===== config.mk =====
export PLATFORM = sky130hd
export DESIGN_NAME = bank_status_encoder
export DESIGN_NICKNAME = d
export VERILOG_FILES = /design/src/hw/bank_status_pkg.sv /design/src/hw/bank_code_formatter.sv /design/src/hw/bank_status_encoder.sv
export SDC_FILE = /design/constraint.sdc
export NUM_CORES = 1
export LEC_CHECK = 0
export ABC_AREA = 1
export BUFFER_PORTS_ARGS = -buffer_cell sky130_fd_sc_hd__buf_2
export CORE_ASPECT_RATIO = 0.7
export CORE_MARGIN = 4
export CORE_UTILIZATION = 36
export CTS_BUF_LIST = sky130_fd_sc_hd__clkbuf_4 sky130_fd_sc_hd__clkbuf_8
export DETAILED_ROUTE_END_ITERATION = 16
export GPL_ROUTABILITY_DRIVEN = 0
export PLACE_DENSITY_LB_ADDON = 0.2
export SLEW_MARGIN = 20
export SYNTH_ARGS = -nofsm -noshare
export SYNTH_HDL_FRONTEND = slang
export SYNTH_SLANG_ARGS = --single-unit

===== constraint.sdc =====
create_clock -name pclk -period 4.4 [get_ports pclk]
set_clock_uncertainty 0.1 [all_clocks]
set_input_delay 0.88 -clock pclk [delete_from_list [all_inputs] [get_ports pclk]]
set_output_delay 0.88 -clock pclk [all_outputs]
set_load 0.05 [all_outputs]

===== src/hw/bank_status_pkg.sv =====
// Purpose: Shared constants and carriers of the bank status encoder
// Assumes: One core clock, APB register access, 32-bit data
// Notes: Status bit positions are those of the 64-bit status word
`default_nettype none
package bank_status_pkg;
  // ------------------------------------------------------------
  // Register map (byte addresses)
  // ------------------------------------------------------------
  localparam logic [7:0] OFS_STAT_LO = 8'h00;
  localparam logic [7:0] OFS_STAT_HI = 8'h04;
  localparam logic [7:0] OFS_CTRL = 8'h08;
  localparam logic [7:0] OFS_COUNT = 8'h0C;
  localparam logic [31:0] CTRL_RESET = 32'h0000_FF00;
  // Control field positions
  localparam int CTRL_FMT_LO = 0;
  localparam int CTRL_MISC_VALID_FLAG = 2;
  localparam int CTRL_TRACK = 3;
  localparam int CTRL_THR_LO = 8;
  // ------------------------------------------------------------
  // Status word fields
  // ------------------------------------------------------------
  localparam int ST_CNT_LO = 32;
  localparam int ST_FMT_LO = 40;
  localparam int ST_SYN_LO = 44;
  localparam int ST_SYNV = 52;
  localparam int ST_THR_LO = 53;
  localparam int ST_PCC = 57;
  localparam int ST_MISC_VALID_FLAG = 59;
  localparam int ST_UC = 61;
  localparam int ST_OVER = 62;
  localparam int ST_VAL = 63;
  localparam logic [7:0] CNT_MAX = 8'hFF;
  // Architectural error codes
  localparam logic [15:0] CODE_L3 = 16'h010B;
  localparam logic [15:0] CODE_BUS = 16'h0E0F;
  // Fixed upper pattern of an L3 sub-code, bits 31:21
  localparam logic [10:0] L3_PATTERN = 11'h100;
  // L3 sub-codes
  localparam logic [2:0] L3_NONE = 3'h0;
  localparam logic [2:0] L3_MULTI_CORR = 3'h1;
  localparam logic [2:0] L3_MULTI_UNC = 3'h2;
  localparam logic [2:0] L3_MULTI_TAG = 3'h3;
  localparam logic [2:0] L3_ONE_CORR = 3'h5;
  localparam logic [2:0] L3_ONE_UNC = 3'h6;
  localparam logic [2:0] L3_MIXED = 3'h7;
  // Health status codes
  localparam logic [1:0] HEALTH_NONE = 2'h0;
  localparam logic [1:0] HEALTH_BELOW = 2'h1;
  localparam logic [1:0] HEALTH_ABOVE = 2'h2;
  // Bus cause index; cause bit i reports at status bit 16 + i
  localparam int BUS_ECC_IDX = 9;
  // Bits 16..27 of a bus code that may be set (19 reserved)
  localparam logic [11:0] BUS_CAUSE_MASK = 12'hFF7;

  typedef enum logic {KIND_L3, KIND_BUS} err_kind_e;

  // One detected error event, valid for one cycle
  typedef struct packed {
    logic valid;
    err_kind_e kind;
    logic l3_corr_any;
    logic l3_corr_multi;
    logic l3_unc_any;
    logic l3_unc_multi;
    logic l3_tag_multi;
    logic [11:0] bus_cause;
    logic ecc_uncorr;
    logic synd_given;
    logic [7:0] syndrome;
  } err_event_s;

  // Encoded result for the low word and flags
  typedef struct packed {
    logic [31:0] code;
    logic uc;
    logic synd_ok;
  } err_code_s;
endpackage : bank_status_pkg
`default_nettype wire


===== src/hw/bank_code_formatter.sv =====
// Purpose: Encodes one error event into the low status word
// Assumes: Event fields are stable in the cycle valid is high
// Notes: Purely combinational; the caller registers the result
`default_nettype none
module bank_code_formatter
  import bank_status_pkg::*;
(
  input wire err_event_s ev,
  output err_code_s res
);
  // ------------------------------------------------------------
  // Encoding
  // ------------------------------------------------------------
  logic [2:0] l3_sub;
  logic [11:0] cause_ok;
  logic [11:0] onehot;
  logic [11:0] bus_bits;

  // L3 way summary to sub-code
  always_comb begin
    if (ev.l3_corr_any && ev.l3_unc_any) begin
      l3_sub = L3_MIXED;
    end else if (ev.l3_unc_multi) begin
      l3_sub = L3_MULTI_UNC;
    end else if (ev.l3_corr_multi) begin
      l3_sub = L3_MULTI_CORR;
    end else if (ev.l3_tag_multi) begin
      l3_sub = L3_MULTI_TAG;
    end else if (ev.l3_unc_any) begin
      l3_sub = L3_ONE_UNC;
    end else if (ev.l3_corr_any) begin
      l3_sub = L3_ONE_CORR;
    end else begin
      l3_sub = L3_NONE;
    end
  end

  // Lowest set cause wins so exactly one bit survives
  // Reserved cause position 3 never reaches the status word
  assign cause_ok = ev.bus_cause & BUS_CAUSE_MASK;
  assign onehot = cause_ok & (~cause_ok + 12'h001);
  assign bus_bits = onehot;

  // Assemble code, uncorrected flag and syndrome qualifier
  always_comb begin
    res = '0;
    if (ev.kind == KIND_L3) begin
      res.code = {L3_PATTERN, 2'h0, l3_sub, CODE_L3};
      res.uc = ev.l3_unc_any;
    end else begin
      res.code = {4'h0, bus_bits, CODE_BUS};
      // Only the inbound ECC cause can be corrected
      res.uc = !onehot[BUS_ECC_IDX] || ev.ecc_uncorr;
    end
    res.synd_ok = !res.uc && ev.synd_given;
  end
endmodule : bank_code_formatter
`default_nettype wire


===== src/hw/bank_status_encoder.sv =====
// Purpose: Logs error events into a 64-bit bank status word
// Assumes: APB slave with one wait state; single clock domain
// Notes: Status valid and overflow clear by writing zero to them
//
// Our own choices: the APB interface to the registers and the placing of the registers.
`default_nettype none
// Contract
// - Supplementary field sits at bits 56:32, same for all error types.
// - Bits 39:32 count corrected events: first gives 1, saturates at 255.
// - Bits 41:40 give the misc layout code, meaningful with misc-valid.
// - Bits 51:44 hold the ECC syndrome when syndrome-valid is set.
// - Bit 52 set only when the corrected event supplied a syndrome.
// - Bits 54:53: 00 untracked, 01 below, 10 above threshold, 11 unused.
// - L3 bits 18:16 encode way summary of the error.
// - L3 code carries 00 at bits 20:19 and fixed pattern at 31:21.
// - Bus bits 16..18: request phase, core 0 and core 1 address parity.
// - Bus bits 20..23: response, inbound data, core 0, core 1 data parity.
// - Bus bit 24 flags enhanced-defer signal parity in either phase.
// - Bus bit 25 flags inbound data ECC, corrected or not.
// - Bus bits 26 and 27 flag data and request strobe glitches.
// - A logged bus error has exactly one cause bit set.
// - Only inbound data ECC may be corrected; other bus causes uncorrected.
// - Low 16 bits are the L3 or the bus architectural code.
// - Bit 61 set when the error was not corrected, else clear.
// - Bit 59 set only when the misc register holds more information.
module bank_status_encoder
  import bank_status_pkg::*;
#(
  parameter int ADDR_W = 8
) (
  input wire logic pclk,
  input wire logic presetn,
  input wire logic psel,
  input wire logic penable,
  input wire logic pwrite,
  input wire logic [ADDR_W-1:0] paddr,
  input wire logic [31:0] pwdata,
  input wire logic [3:0] pstrb,
  output logic [31:0] prdata,
  output logic pready,
  output logic pslverr,
  input wire err_event_s err_event,
  output logic [63:0] bank_status
);
  // ------------------------------------------------------------
  // Parameter check
  // ------------------------------------------------------------
  if (ADDR_W < 8) begin : g_bad_addr
    $error("ADDR_W must be at least 8");
  end

  // ------------------------------------------------------------
  // Declarations
  // ------------------------------------------------------------
  logic [63:0] status_q;
  logic [63:0] status_d;
  logic [31:0] ctrl_q;
  logic [31:0] prdata_q;
  logic pready_q;
  logic pslverr_q;
  err_code_s enc;
  logic access;
  logic done;
  logic wr_hi;
  logic wr_ctrl;
  logic log_new;
  logic corr_event;
  logic [7:0] cnt_d;
  logic [1:0] health;
  logic keep_val;
  logic keep_over;

  // Address match on the low byte of the byte address
  function automatic logic hit(input logic [ADDR_W-1:0] a,
                               input logic [7:0] ofs);
    hit = (a[7:0] == ofs);
  endfunction : hit

  // Apply byte strobes to a 32-bit register image
  function automatic logic [31:0] merge(input logic [31:0] old,
                                        input logic [31:0] nw,
                                        input logic [3:0] st);
    logic [31:0] r;
    r = old;
    for (int i = 0; i < 4; i++) begin
      if (st[i]) begin
        r[8*i +: 8] = nw[8*i +: 8];
      end
    end
    merge = r;
  endfunction : merge

  // ------------------------------------------------------------
  // Event encoder
  // ------------------------------------------------------------
  bank_code_formatter u_fmt (
    .ev(err_event),
    .res(enc)
  );

  // ------------------------------------------------------------
  // Bus decode
  // ------------------------------------------------------------
  // First access cycle prepares the answer
  assign access = psel && penable && !pready_q;
  // Writes land only at the edge that ends the transfer
  assign done = psel && penable && pready_q;
  assign wr_hi = done && pwrite && hit(paddr, OFS_STAT_HI);
  assign wr_ctrl = done && pwrite && hit(paddr, OFS_CTRL);

  // ------------------------------------------------------------
  // Logging decision
  // ------------------------------------------------------------
  // Valid and overflow bits as they stand after a software write
  always_comb begin
    keep_val = status_q[ST_VAL];
    keep_over = status_q[ST_OVER];
    if (wr_hi && pstrb[3]) begin
      keep_val = keep_val && pwdata[ST_VAL-32];
      keep_over = keep_over && pwdata[ST_OVER-32];
    end
  end

  // Uncorrected replaces corrected; uncorrected is never replaced
  assign log_new = err_event.valid &&
                   (!status_q[ST_VAL] ||
                    (enc.uc && !status_q[ST_UC]));
  assign corr_event = err_event.valid && !enc.uc;

  // Saturating count of corrected events since reset
  always_comb begin
    cnt_d = status_q[ST_CNT_LO +: 8];
    if (corr_event && cnt_d != CNT_MAX) begin
      cnt_d = cnt_d + 8'h01;
    end
  end

  // Health against the programmed threshold
  always_comb begin
    if (!ctrl_q[CTRL_TRACK]) begin
      health = HEALTH_NONE;
    end else if (cnt_d > ctrl_q[CTRL_THR_LO +: 8]) begin
      health = HEALTH_ABOVE;
    end else begin
      health = HEALTH_BELOW;
    end
  end

  // Next status word; reserved positions always stay zero
  always_comb begin
    status_d = status_q;
    status_d[ST_VAL] = keep_val;
    status_d[ST_OVER] = keep_over;
    status_d[ST_CNT_LO +: 8] = cnt_d;
    status_d[ST_THR_LO +: 2] = health;
    if (log_new) begin
      status_d[31:0] = enc.code;
      status_d[ST_UC] = enc.uc;
      status_d[ST_PCC] = enc.uc;
      status_d[ST_MISC_VALID_FLAG] = ctrl_q[CTRL_MISC_VALID_FLAG];
      status_d[ST_FMT_LO +: 2] = ctrl_q[CTRL_MISC_VALID_FLAG] ?
                                 ctrl_q[CTRL_FMT_LO +: 2] : 2'h0;
      status_d[ST_SYNV] = enc.synd_ok;
      status_d[ST_SYN_LO +: 8] = enc.synd_ok ?
                                 err_event.syndrome : 8'h00;
    end
    // New event sets valid, and overflow if one was pending
    if (err_event.valid) begin
      status_d[ST_VAL] = 1'b1;
      if (status_q[ST_VAL]) begin
        status_d[ST_OVER] = 1'b1;
      end
    end
    status_d[43:42] = 2'h0;
    status_d[56:55] = 2'h0;
    status_d[60] = 1'b0;
    status_d[58] = 1'b0;
  end

  // ------------------------------------------------------------
  // Registers
  // ------------------------------------------------------------
  // Status word
  always_ff @(posedge pclk or negedge presetn) begin
    if (!presetn) begin
      status_q <= 64'h0;
    end else begin
      status_q <= status_d;
    end
  end

  // Control register
  always_ff @(posedge pclk or negedge presetn) begin
    if (!presetn) begin
      ctrl_q <= CTRL_RESET;
    end else if (wr_ctrl) begin
      ctrl_q <= merge(ctrl_q, pwdata, pstrb) & 32'h0000_FF0F;
    end
  end

  // APB answer: one wait state, unmapped gives an error
  always_ff @(posedge pclk or negedge presetn) begin
    if (!presetn) begin
      pready_q <= 1'b0;
      pslverr_q <= 1'b0;
      prdata_q <= 32'h0;
    end else begin
      pready_q <= access;
      pslverr_q <= 1'b0;
      prdata_q <= 32'h0;
      if (access) begin
        if (hit(paddr, OFS_STAT_LO)) begin
          pslverr_q <= pwrite;
          if (!pwrite) begin
            prdata_q <= status_q[31:0];
          end
        end else if (hit(paddr, OFS_STAT_HI)) begin
          if (!pwrite) begin
            prdata_q <= status_q[63:32];
          end
        end else if (hit(paddr, OFS_CTRL)) begin
          if (!pwrite) begin
            prdata_q <= ctrl_q;
          end
        end else if (hit(paddr, OFS_COUNT)) begin
          pslverr_q <= pwrite;
          if (!pwrite) begin
            prdata_q <= {24'h0, status_q[ST_CNT_LO +: 8]};
          end
        end else begin
          pslverr_q <= 1'b1;
        end
      end
    end
  end

  assign prdata = prdata_q;
  assign pready = pready_q;
  assign pslverr = pslverr_q;
  assign bank_status = status_q;

  logic is_bus;
  assign is_bus = status_q[ST_VAL] && status_q[15:0] == CODE_BUS;
endmodule : bank_status_encoder
`default_nettype wire


==> flow_metrics.tcl, run 1 <==
set metrics [dict create \
    grt.total_usage 0.169 \
    whs_ns 0.369 \
    cts-root-buf "clkbuf_8" \
    grt_use_met2 0.260 \
    dpl_cell_area_mm2 0.00509 \
    yosys_warnings 0 \
    die_w_um 141 \
    fin_tns_setup_ns 0 \
    max_stage_delay_ns 0.29 \
    std_cell_rows 33 \
    numCtsBuffers 9 \
    yosysTopAreaCellShare 0.429 \
    hold_depth 1 \
    cts_resized 0 \
    ff2ff_setup_slack_ns 1.55 \
    met1_usage 0.238 \
    ys_ff_latch 84 \
    power.share.clock 0.194 \
    hp-class "register to register" \
    drive_gt1_frac 0.291 \
    htree_levels 3 \
    cts_tree "done" \
    rr_startpoint "bank_status[32]" \
    critical_path_class "primary input to register" \
    synthesis.area_mm2 0.00443 \
    crit_arrival_ns 3.04 \
    cpMaxStageDelayCell "ha_1" \
    finalHoldViolations 0 \
    overflow 0 \
    worst-path-buf-inv 3 \
    leakagePower_nw 2.95 \
    antenna_found_initial 0 \
    remaining_drc_errors 0 \
    period_share 0.650 \
    yosysSeqAreaShare 0.477 \
    initial_utilization 0.374 \
    numClockSinks 84 \
    dp.final_hpwl_um 9060 \
    p_int_mw 1.29 \
    routedWlPerCell_um 14.4 \
    drt_pass1_iterations 4 \
    die_y_um 101 \
    core-area_mm2 0.0119 \
    synth_cell_types 39 \
    numPortBuffers 136 \
    ir_drop_uv 281 \
    fmax_mhz 349 \
    antenna_cells 0 \
    swShare 0.470 \
    maxSlewViolCount 0 \
    stdcell_count 826 \
    p_comb_frac 0.415 \
    power.switching_mw 1.15 \
    final_common_cell "buf_2" \
    grt_use_met3 0.0389 \
    netlist_top_cells_area "dfrtp_1 43%, nand2_1 11%, inv_1 5.8%" \
    power_density_mw_per_mm2 464 \
    crit_family "simple AND/OR/NAND/NOR gates" \
    design_area_mm2 0.00526 \
    dieArea_mm2 0.0142 \
    setup_viol_count_final 0 \
    insertion_delay_ns 0.35 \
    most-common-layout-cells "135 x buf_2, 127 x nand2_1, 76 x dfrtp_1, 69 x inv_1, 54 x nor2_1" \
    start_kind "primary input" \
    finalWirelength_um 11900 \
    worstMarginPinSlew_ns 0.849 \
    drtAntennaViolNets 0 \
    pin_count 176 \
    outcome "finished, final reports clean" \
    grt_pass1_wl_um 18900 \
    busiest_layer "met2" \
    crit_top_cell "nand2_1" \
    dr_total_vias 3794 \
    cts_buffer_depth 2 \
    endpoint_kind "register" \
    nNetsFinal 751 \
    min_period_ns 2.86 \
    vias_per_cell 4.59 \
    syn_to_final_growth_pct 18.7 \
    clk_pin_slew_ns 0.08 \
    dp.cells 810 \
    synth_area_leader_cell "dfrtp_1" \
    finalPower_mw 2.44 \
    drv_cap 0 \
    power_frac_seq 0.392 \
    syn-instance-count 539 \
    drt_iter0_markers 186 \
    grt_max_degree 85 \
    cts_setup_buffers 0 \
    reg2regPathDepth 19 \
    slew_headroom 0.432 \
    required_ns 4.58 \
    syn_avg_cell_area_um2 8.22 \
    reg2reg_to "bank_status[54]" \
    cts_hold_buf 0 \
    crit_chain "buf_2, inv_1, nand2_1, nor2_1, nand3_2, nand2_2, nand3_4, o21ai_2, inv_1, ha_1, nand2_1, nor2_1, nand2_1, o211ai_1, nand2_1, nor2_1" \
    crit_fanout 16 \
    hold_start "pready" \
    rsz0062_at_grt "no" \
    grt_pass1_vias 3660 \
    worstHoldEndpoint "pready" \
]
[routing by layer]
metal / wire, um / vias up
met2: 5230 / 134
met4: 201 / 0
li1: - / 1901
met5: 0 / -
met1: 5710 / 1744
met3: 729 / 15
[registers in the layout, indices dropped and copies added (netlist names)]
| name | flops |
|---|---|
| bank_status | 39 |
| pslverr | 1 |
| prdata | 31 |
| pready | 1 |
| ctrl_q | 12 |
[worst max path at each step]
stage | from | endpoint | slack [ns] | cells after the start
global placement | err_event[12] | bank_status[54] | 1.21 | 16
detailed placement | err_event[12] | bank_status[53] | 1.18 | 17
CTS | err_event[12] | bank_status[54] | 1.55 | 16
global route | bank_status[32] | bank_status[54] | 1.28 | 17
floorplan | bank_status[32] | bank_status[54] | 1.56 | 19
finish | err_event[12] | bank_status[54] | 1.54 | 16
[cells by family after synthesis]
group,after synthesis,synth area share
buffers and inverters,113,0.129
AO/OA/AOI/OAI,71,0.0899
AND/OR/NAND/NOR,256,0.265
flip-flops,84,0.477
other,1,0.000847
XOR/XNOR,5,0.0133
adder cells (fa/ha/maj),9,0.0254
[stage by stage]
| step | setup slack [ns] | utilization |
|---|---|---|
| 6_report | 1.54 | 0.443 |
| 5_1_grt | 1.28 | 0.443 |
| 4_1_cts | 1.55 | 0.443 |
| 3_5_place_dp | 1.18 | 0.429 |
| 3_3_place_gp | 1.21 | 0.429 |
| 2_1_floorplan | 1.56 | - |
[synth_stat cells, drive strengths merged]
library cell and instances:
o21ai 29, clkbuf 2, dfstp 8, nand2 133
a21oi 36, conb 1, nand4 4, inv 71
nand3b 4, buf 40, o31ai 3, nand3 41
nor3b 2, or2 2, ha 9, nor3 11
o2111ai 1, xor2 4, nor2 59, xnor2 1
o211ai 1, a21boi 1, dfrtp 76
[worst reg2reg max path, cell delays in order (launching register included)]
cell      delay (ns)
dfrtp_1         0.54
ha_1            0.24
nand2_1         0.09
inv_1           0.13
nand2_1         0.08
nor2_2          0.09
nand2_1         0.09
nand3_4         0.24
nand2_1         0.11
o21ai_2         0.06
inv_1           0.08
ha_1            0.30
nand2_1         0.05
inv_1           0.07
o21ai_0         0.08
nand2_1         0.08
nand2_1         0.05
o211ai_1        0.12
nand2_1         0.07
nor2_1          0.11
[power groups by stage]
stage / logic (mW) / registers (mW) / clock network, mW
after global routing: 1.10 / 0.969 / 0.524
after detailed placement: 1.02 / 0.971 / 0
after floorplan: 0.528 / 1.24 / 0
final: 1.01 / 0.955 / 0.472
after CTS: 1.02 / 0.957 / 0.496
after global placement: 1.00 / 0.968 / 0
[area by class of cell]
type | count | area [um2]
flip-flops and latches | 84 | 2110
clock buffers | 10 | 131
repair buffers | 138 | 702
clock inverters | 6 | 32.5
multi-input cells | 360 | 1810
inverters | 71 | 267
well taps | 157 | 196
fillers | 1249 | 6600
Power figures use the tool's default switching activity.
==> run 2, diff against run 1 <==
==> constraint.sdc (replaced) <==
create_clock -name pclk -period 2.51 [get_ports pclk]
set_clock_uncertainty 0.1 [all_clocks]
set_input_delay 0.502 -clock pclk [delete_from_list [all_inputs] [get_ports pclk]]
set_output_delay 0.502 -clock pclk [all_outputs]
set_load 0.05 [all_outputs]
==> run 2 against run 1 <==
First-iteration DRC count decreased by 13%. Routed wire length increased by 3.0%. Clock-buffer cell count increased by 1. Via count increased by 3.0%. Critical path type is now register to register. Largest cell class unchanged.
==> flow_metrics.tcl, run 2 (synthesis results as in run 1) <==
set metrics [dict create \
    outcome "finished, final reports clean" \
    power.switching_mw 2.13 \
    power.share.clock 0.224 \
    initial_utilization 0.374 \
    crit_chain "ha_4, nand2_4, inv_2, nand2_2, nor2_4, nand2_2, buf_6, nand3_4, buf_4, xor2_2, ha_1, nor2_1, o21ai_1, nand2_1, nand2_1, o211ai_1, nand2_1, nor2_1" \
    hold_depth 3 \
    swShare 0.441 \
    drtAntennaViolNets 0 \
    cpMaxStageDelayCell "dfrtp_4" \
    numPortBuffers 136 \
    drt_pass1_iterations 4 \
    period_share 0.969 \
    insertion_delay_ns 0.36 \
    grt.total_usage 0.174 \
    stdcell_count 858 \
    required_ns 2.70 \
    start_kind "register" \
    dp_slack_ns -0.221 \
    hp-class "primary input to register" \
    dp.final_hpwl_um 9560 \
    min_period_ns 2.43 \
    final_core_util 0.481 \
    ff2ff_setup_slack_ns 0.08 \
    dieArea_mm2 0.0142 \
    antenna_found_initial 0 \
    endpoint_kind "register" \
    maxSlewViolCount 0 \
    drt_iter0_markers 161 \
    reg2reg_to "bank_status[54]" \
    crit_fanout 7 \
    fin_tns_setup_ns 0 \
    crit_arrival_ns 2.62 \
    most-common-layout-cells "135 x buf_2, 121 x nand2_1, 70 x dfrtp_1, 66 x inv_1, 52 x nor2_1" \
    syn_to_final_growth_pct 28.7 \
    pin_count 176 \
    setup_slack_ns 0.0767 \
    worstMarginPinSlew_ns 0.584 \
    final_common_cell "buf_2" \
    numClockSinks 84 \
    overflow 0 \
    power_frac_seq 0.345 \
    largest_reg_flops 39 \
    drv_cap 0 \
    max_stage_delay_ns 0.49 \
    drive_gt1_frac 0.354 \
    clk_pin_slew_ns 0.09 \
    crit_family "simple AND/OR/NAND/NOR gates" \
    worst-path-buf-inv 3 \
    cts-root-buf "clkbuf_8" \
    grt_max_degree 42 \
    hold_start "pwdata[8]" \
    htree_levels 3 \
    core-area_mm2 0.0119 \
    cts_tree "done" \
    vias_per_cell 4.55 \
    crit_top_cell "nand2_1" \
    routedWlPerCell_um 14.2 \
    fmax_mhz 411 \
    dr_total_vias 3908 \
    grt_pass1_wl_um 19300 \
    leakagePower_nw 3.13 \
    die_w_um 141 \
    numCtsBuffers 9 \
    p_comb_frac 0.431 \
    remaining_drc_errors 0 \
    ir_drop_uv 504 \
    worstHoldEndpoint "ctrl_q[8]" \
    rsz0062_at_grt "yes" \
    p_int_mw 2.70 \
    slew_headroom 0.611 \
    rr_startpoint "bank_status[32]" \
    antenna_cells 0 \
    critical_path_class "register to register" \
    std_cell_rows 33 \
    power_density_mw_per_mm2 849 \
    die_y_um 101 \
    nNetsFinal 783 \
    dp.cells 835 \
    grt_pass1_vias 3792 \
    finalWirelength_um 12200 \
    reg2regPathDepth 18 \
    setup_viol_count_final 0 \
    finalHoldViolations 0 \
    cts_buffer_depth 2 \
]
## run 2: repair_timing
action,4_1_cts,5_1_grt
buffers inserted,1,4
hold buffers,1,0
hold endpoints to repair,18,0
gates cloned,1,0
pin swaps,1,13
gates resized for setup,2,21
setup endpoints to repair,2,2
## run 2: metrics by stage
stage	total power [mW]	instance area [um2]	hold slack (ns)
CTS	4.74	5580	0.238
global placement	3.59	5310	0.340
global route	5.13	5700	0.241
detailed placement	3.62	5310	0.340
finish	4.84	5700	0.260
floorplan	3.13	4520	0.106
## run 2: power groups by stage
stage          Sequential [mW]  Clock (mW)  Combinational (mW)
5_1_grt                   1.69        1.19                2.25
6_report                  1.67        1.08                2.08
3_3_place_gp              1.68           0                1.91
2_1_floorplan             2.20           0               0.933
3_5_place_dp              1.69           0                1.93
4_1_cts                   1.66        1.13                1.95
## run 2: worst max path at each step
stage	from	endpoint	slack, ns	cells past startpoint
after floorplan	bank_status[32]	bank_status[54]	0.008	19
after global placement	err_event[17]	bank_status[54]	-0.17	18
after detailed placement	err_event[17]	bank_status[53]	-0.22	17
after CTS	bank_status[32]	bank_status[53]	0.01	17
after global routing	bank_status[32]	bank_status[54]	-0.09	19
final	bank_status[32]	bank_status[54]	0.08	18
## run 2: layout make-up
class / count / area (um2)
Inverter: 71 / 267
Clock buffer: 11 / 145
Multi-Input combinational cell: 361 / 1930
Tap cell: 157 / 196
Sequential cell: 84 / 2120
Fill cell: 1180 / 6150
Clock inverter: 5 / 85.1
Timing Repair Buffer: 169 / 953
## run 2: per-layer routing
metal,track usage,vias up,share of wire
li1,-,1973,-
met3,0.0398,5,0.060
met4,0.0380,0,0.0065
met1,0.245,1812,0.48
met5,0,-,0
met2,0.275,118,0.45
## run 2: tightest hold or removal path: stages
cell	delay [ns]
buf_2	0.10
inv_1	0.05
o21ai_1	0.07
==> run 3, diff against run 2 <==
--- a/config.mk
+++ b/config.mk
@@ -17,4 +17,5 @@
 export SLEW_MARGIN = 20
 export SYNTH_ARGS = -nofsm -noshare
 export SYNTH_HDL_FRONTEND = slang
+export SYNTH_HIERARCHICAL = 1
 export SYNTH_SLANG_ARGS = --single-unit
==> run 3 against run 2 <==
Largest power group is now sequential cells. Non-clock buffer count is 9 higher. Clock power rose by 10%. Worst hold slack worse by 0.030 ns. Flip-flop and latch count up 19. First-iteration DRC count rose by 76%. Setup slack improved by 0.047 ns.
==> flow_metrics.tcl, run 3 <==
set metrics [dict create \
    synthFlopType "dfrtp_1" \
    drtAntennaViolNets 0 \
    min_period_ns 2.39 \
    leakagePower_nw 3.46 \
    outcome "finished, final reports clean" \
    std_cell_rows 35 \
    power_density_mw_per_mm2 902 \
    drv_cap 0 \
    dp_slack_ns -0.347 \
    syn_to_final_growth_pct 24.1 \
    synthArstFlopShare 1.00 \
    core-area_mm2 0.0134 \
    worstMarginPinSlew_ns 0.801 \
    start_kind "primary input" \
    dp.cells 959 \
    synth_compound_area_frac 0.0836 \
    vias_per_cell 4.67 \
    dpl_cell_area_mm2 0.00599 \
    synth.most_common_cell "nand2_1" \
    dr_total_vias 4563 \
    setup_slack_ns 0.124 \
    setup_viol_count_final 0 \
    grt_pass1_wl_um 23100 \
    cts_tree "done" \
    die_y_um 107 \
    power_frac_seq 0.395 \
    fin_tns_setup_ns 0 \
    yosys-top-cells-count "209 x nand2_1, 95 x dfrtp_1, 66 x nor2_1" \
    p_int_mw 3.06 \
    cts_buffer_depth 2 \
    initial_utilization 0.376 \
    grt.total_usage 0.187 \
    design_area_mm2 0.00628 \
    pin_count 176 \
    largest_reg_flops 57 \
    synth_edf_count 0 \
    numPortBuffers 149 \
    drt_pass1_iterations 5 \
    synthesis.area_mm2 0.00506 \
    critical_path_class "primary input to register" \
    numClockSinks 103 \
    period_share 0.951 \
    swShare 0.459 \
    numCtsBuffers 9 \
    ys_ff_latch 103 \
    netlist_top_cells_area "dfrtp_1 47%, nand2_1 16%, nor2_1 4.9%" \
    fmax_mhz 419 \
    clk_pin_slew_ns 0.09 \
    most-common-layout-cells "209 x nand2_1, 148 x buf_2, 93 x dfrtp_1, 61 x nor2_1, 50 x inv_1" \
    drive_gt1_frac 0.295 \
    antenna_cells 0 \
    grt_pass1_vias 4462 \
    remaining_drc_errors 0 \
    stdcell_count 977 \
    slew_headroom 0.465 \
    endpoint_kind "register" \
    yosys.area_share.simple 0.263 \
    antenna_found_initial 1 \
    ir_drop_uv 727 \
    whs_ns 0.230 \
    htree_levels 3 \
    grt_max_degree 47 \
    dp.final_hpwl_um 11400 \
    crit_arrival_ns 2.55 \
    synth_mux_area_frac 0 \
    p_comb_frac 0.394 \
    synth_fa_ha_area_frac 0.0223 \
    yosysTopAreaCellShare 0.470 \
    power.share.clock 0.211 \
    synth_top_family_by_area "simple AND/OR/NAND/NOR gates" \
    synth_cell_types 33 \
    required_ns 2.68 \
    hp-class "primary input to register" \
    routedWlPerCell_um 15.4 \
    maxSlewViolCount 0 \
    die_w_um 150 \
    syn_avg_cell_area_um2 8.05 \
    final_common_cell "nand2_1" \
    synth_xor_area_frac 0.0104 \
    finalHoldViolations 0 \
    drt_iter0_markers 284 \
    power.switching_mw 2.60 \
    synth_area_leader_cell "dfrtp_1" \
    dieArea_mm2 0.0160 \
    finalWirelength_um 15000 \
    yosysSeqAreaShare 0.512 \
    insertion_delay_ns 0.37 \
    nNetsFinal 875 \
    crit_fanout 6 \
    overflow 0 \
    yosys_warnings 6 \
    cts-root-buf "clkbuf_8" \
    syn-instance-count 628 \
]
run 3: per-layer routing:
layer | vias to the layer above | global-route usage | share of wire
met4 | 2 | 0.0333 | 0.0049
li1 | 2231 | - | -
met1 | 2158 | 0.273 | 0.48
met2 | 161 | 0.277 | 0.43
met3 | 11 | 0.0553 | 0.084
met5 | - | 0 | 0.00047
run 3: kinds of logic (layout without fill, tap and decap cells):
| logic type | count (synthesis) | count (layout) |
|---|---|---|
| AO/OA/AOI/OAI | 80 | 80 |
| XOR/XNOR | 6 | 6 |
| adder cells (fa/ha/maj) | 9 | 9 |
| other | 3 | 21 |
| buffers and inverters | 105 | 251 |
| flip-flops | 103 | 103 |
| AND/OR/NAND/NOR | 322 | 322 |
run 3: final timing paths:
check / startpoint / depth (start not counted) / slack (ns) / endpoint
max: err_event[15] / 16 / 0.12 / bank_status[54]
min: pwdata[8] / 3 / 0.23 / ctrl_q[8]
max reg2reg: bank_status[33] / 14 / 0.21 / bank_status[54]
min reg2reg: ctrl_q[15] / 2 / 0.39 / ctrl_q[15]
max in group asynchronous: presetn / 3 / 1.11 / ctrl_q[8]
min in group asynchronous: presetn / 2 / 0.53 / prdata[3]
run 3: metrics by stage:
| step | util | power, mW |
|---|---|---|
| 6_report | 0.467 | 5.66 |
| 5_1_grt | 0.467 | 5.96 |
| 4_1_cts | 0.464 | 5.71 |
| 3_5_place_dp | 0.446 | 4.50 |
| 3_3_place_gp | 0.446 | 4.46 |
| 2_1_floorplan | - | 3.84 |
run 3: repair_timing:
item                                    4_1_cts  5_1_grt
endpoints found under the setup margin        0        2
gates resized for setup                       0       12
hold buffers                                  1        0
hold endpoints to repair                      1        0
buffers inserted                              0        2
run 3: cell type report:
class / count / area (um2)
Fill cell: 1366 / 7170
Sequential cell: 103 / 2590
Multi-Input combinational cell: 438 / 2030
Timing Repair Buffer: 178 / 981
Tap cell: 185 / 231
Inverter: 58 / 219
Clock buffer: 11 / 151
Clock inverter: 4 / 77.6
run 3: critical path, stage by stage:
cell	delay [ns]
buf_2	0.11
nor2_2	0.13
nand4_1	0.13
nor2_2	0.15
a21oi_1	0.12
nor2_1	0.12
buf_4	0.13
o21ai_4	0.08
nor2_2	0.10
xor2_1	0.20
ha_1	0.29
a21oi_2	0.15
o21a_1	0.17
nand2_1	0.08
nand2_1	0.06
nor2_1	0.04
run 3: power by group through the flow:
stage	Combinational, mW	Clock [mW]	Sequential [mW]
2_1_floorplan	0.584	0	3.26
3_3_place_gp	2.21	0	2.25
3_5_place_dp	2.23	0	2.27
4_1_cts	2.24	1.23	2.24
5_1_grt	2.39	1.28	2.29
6_report	2.23	1.19	2.24
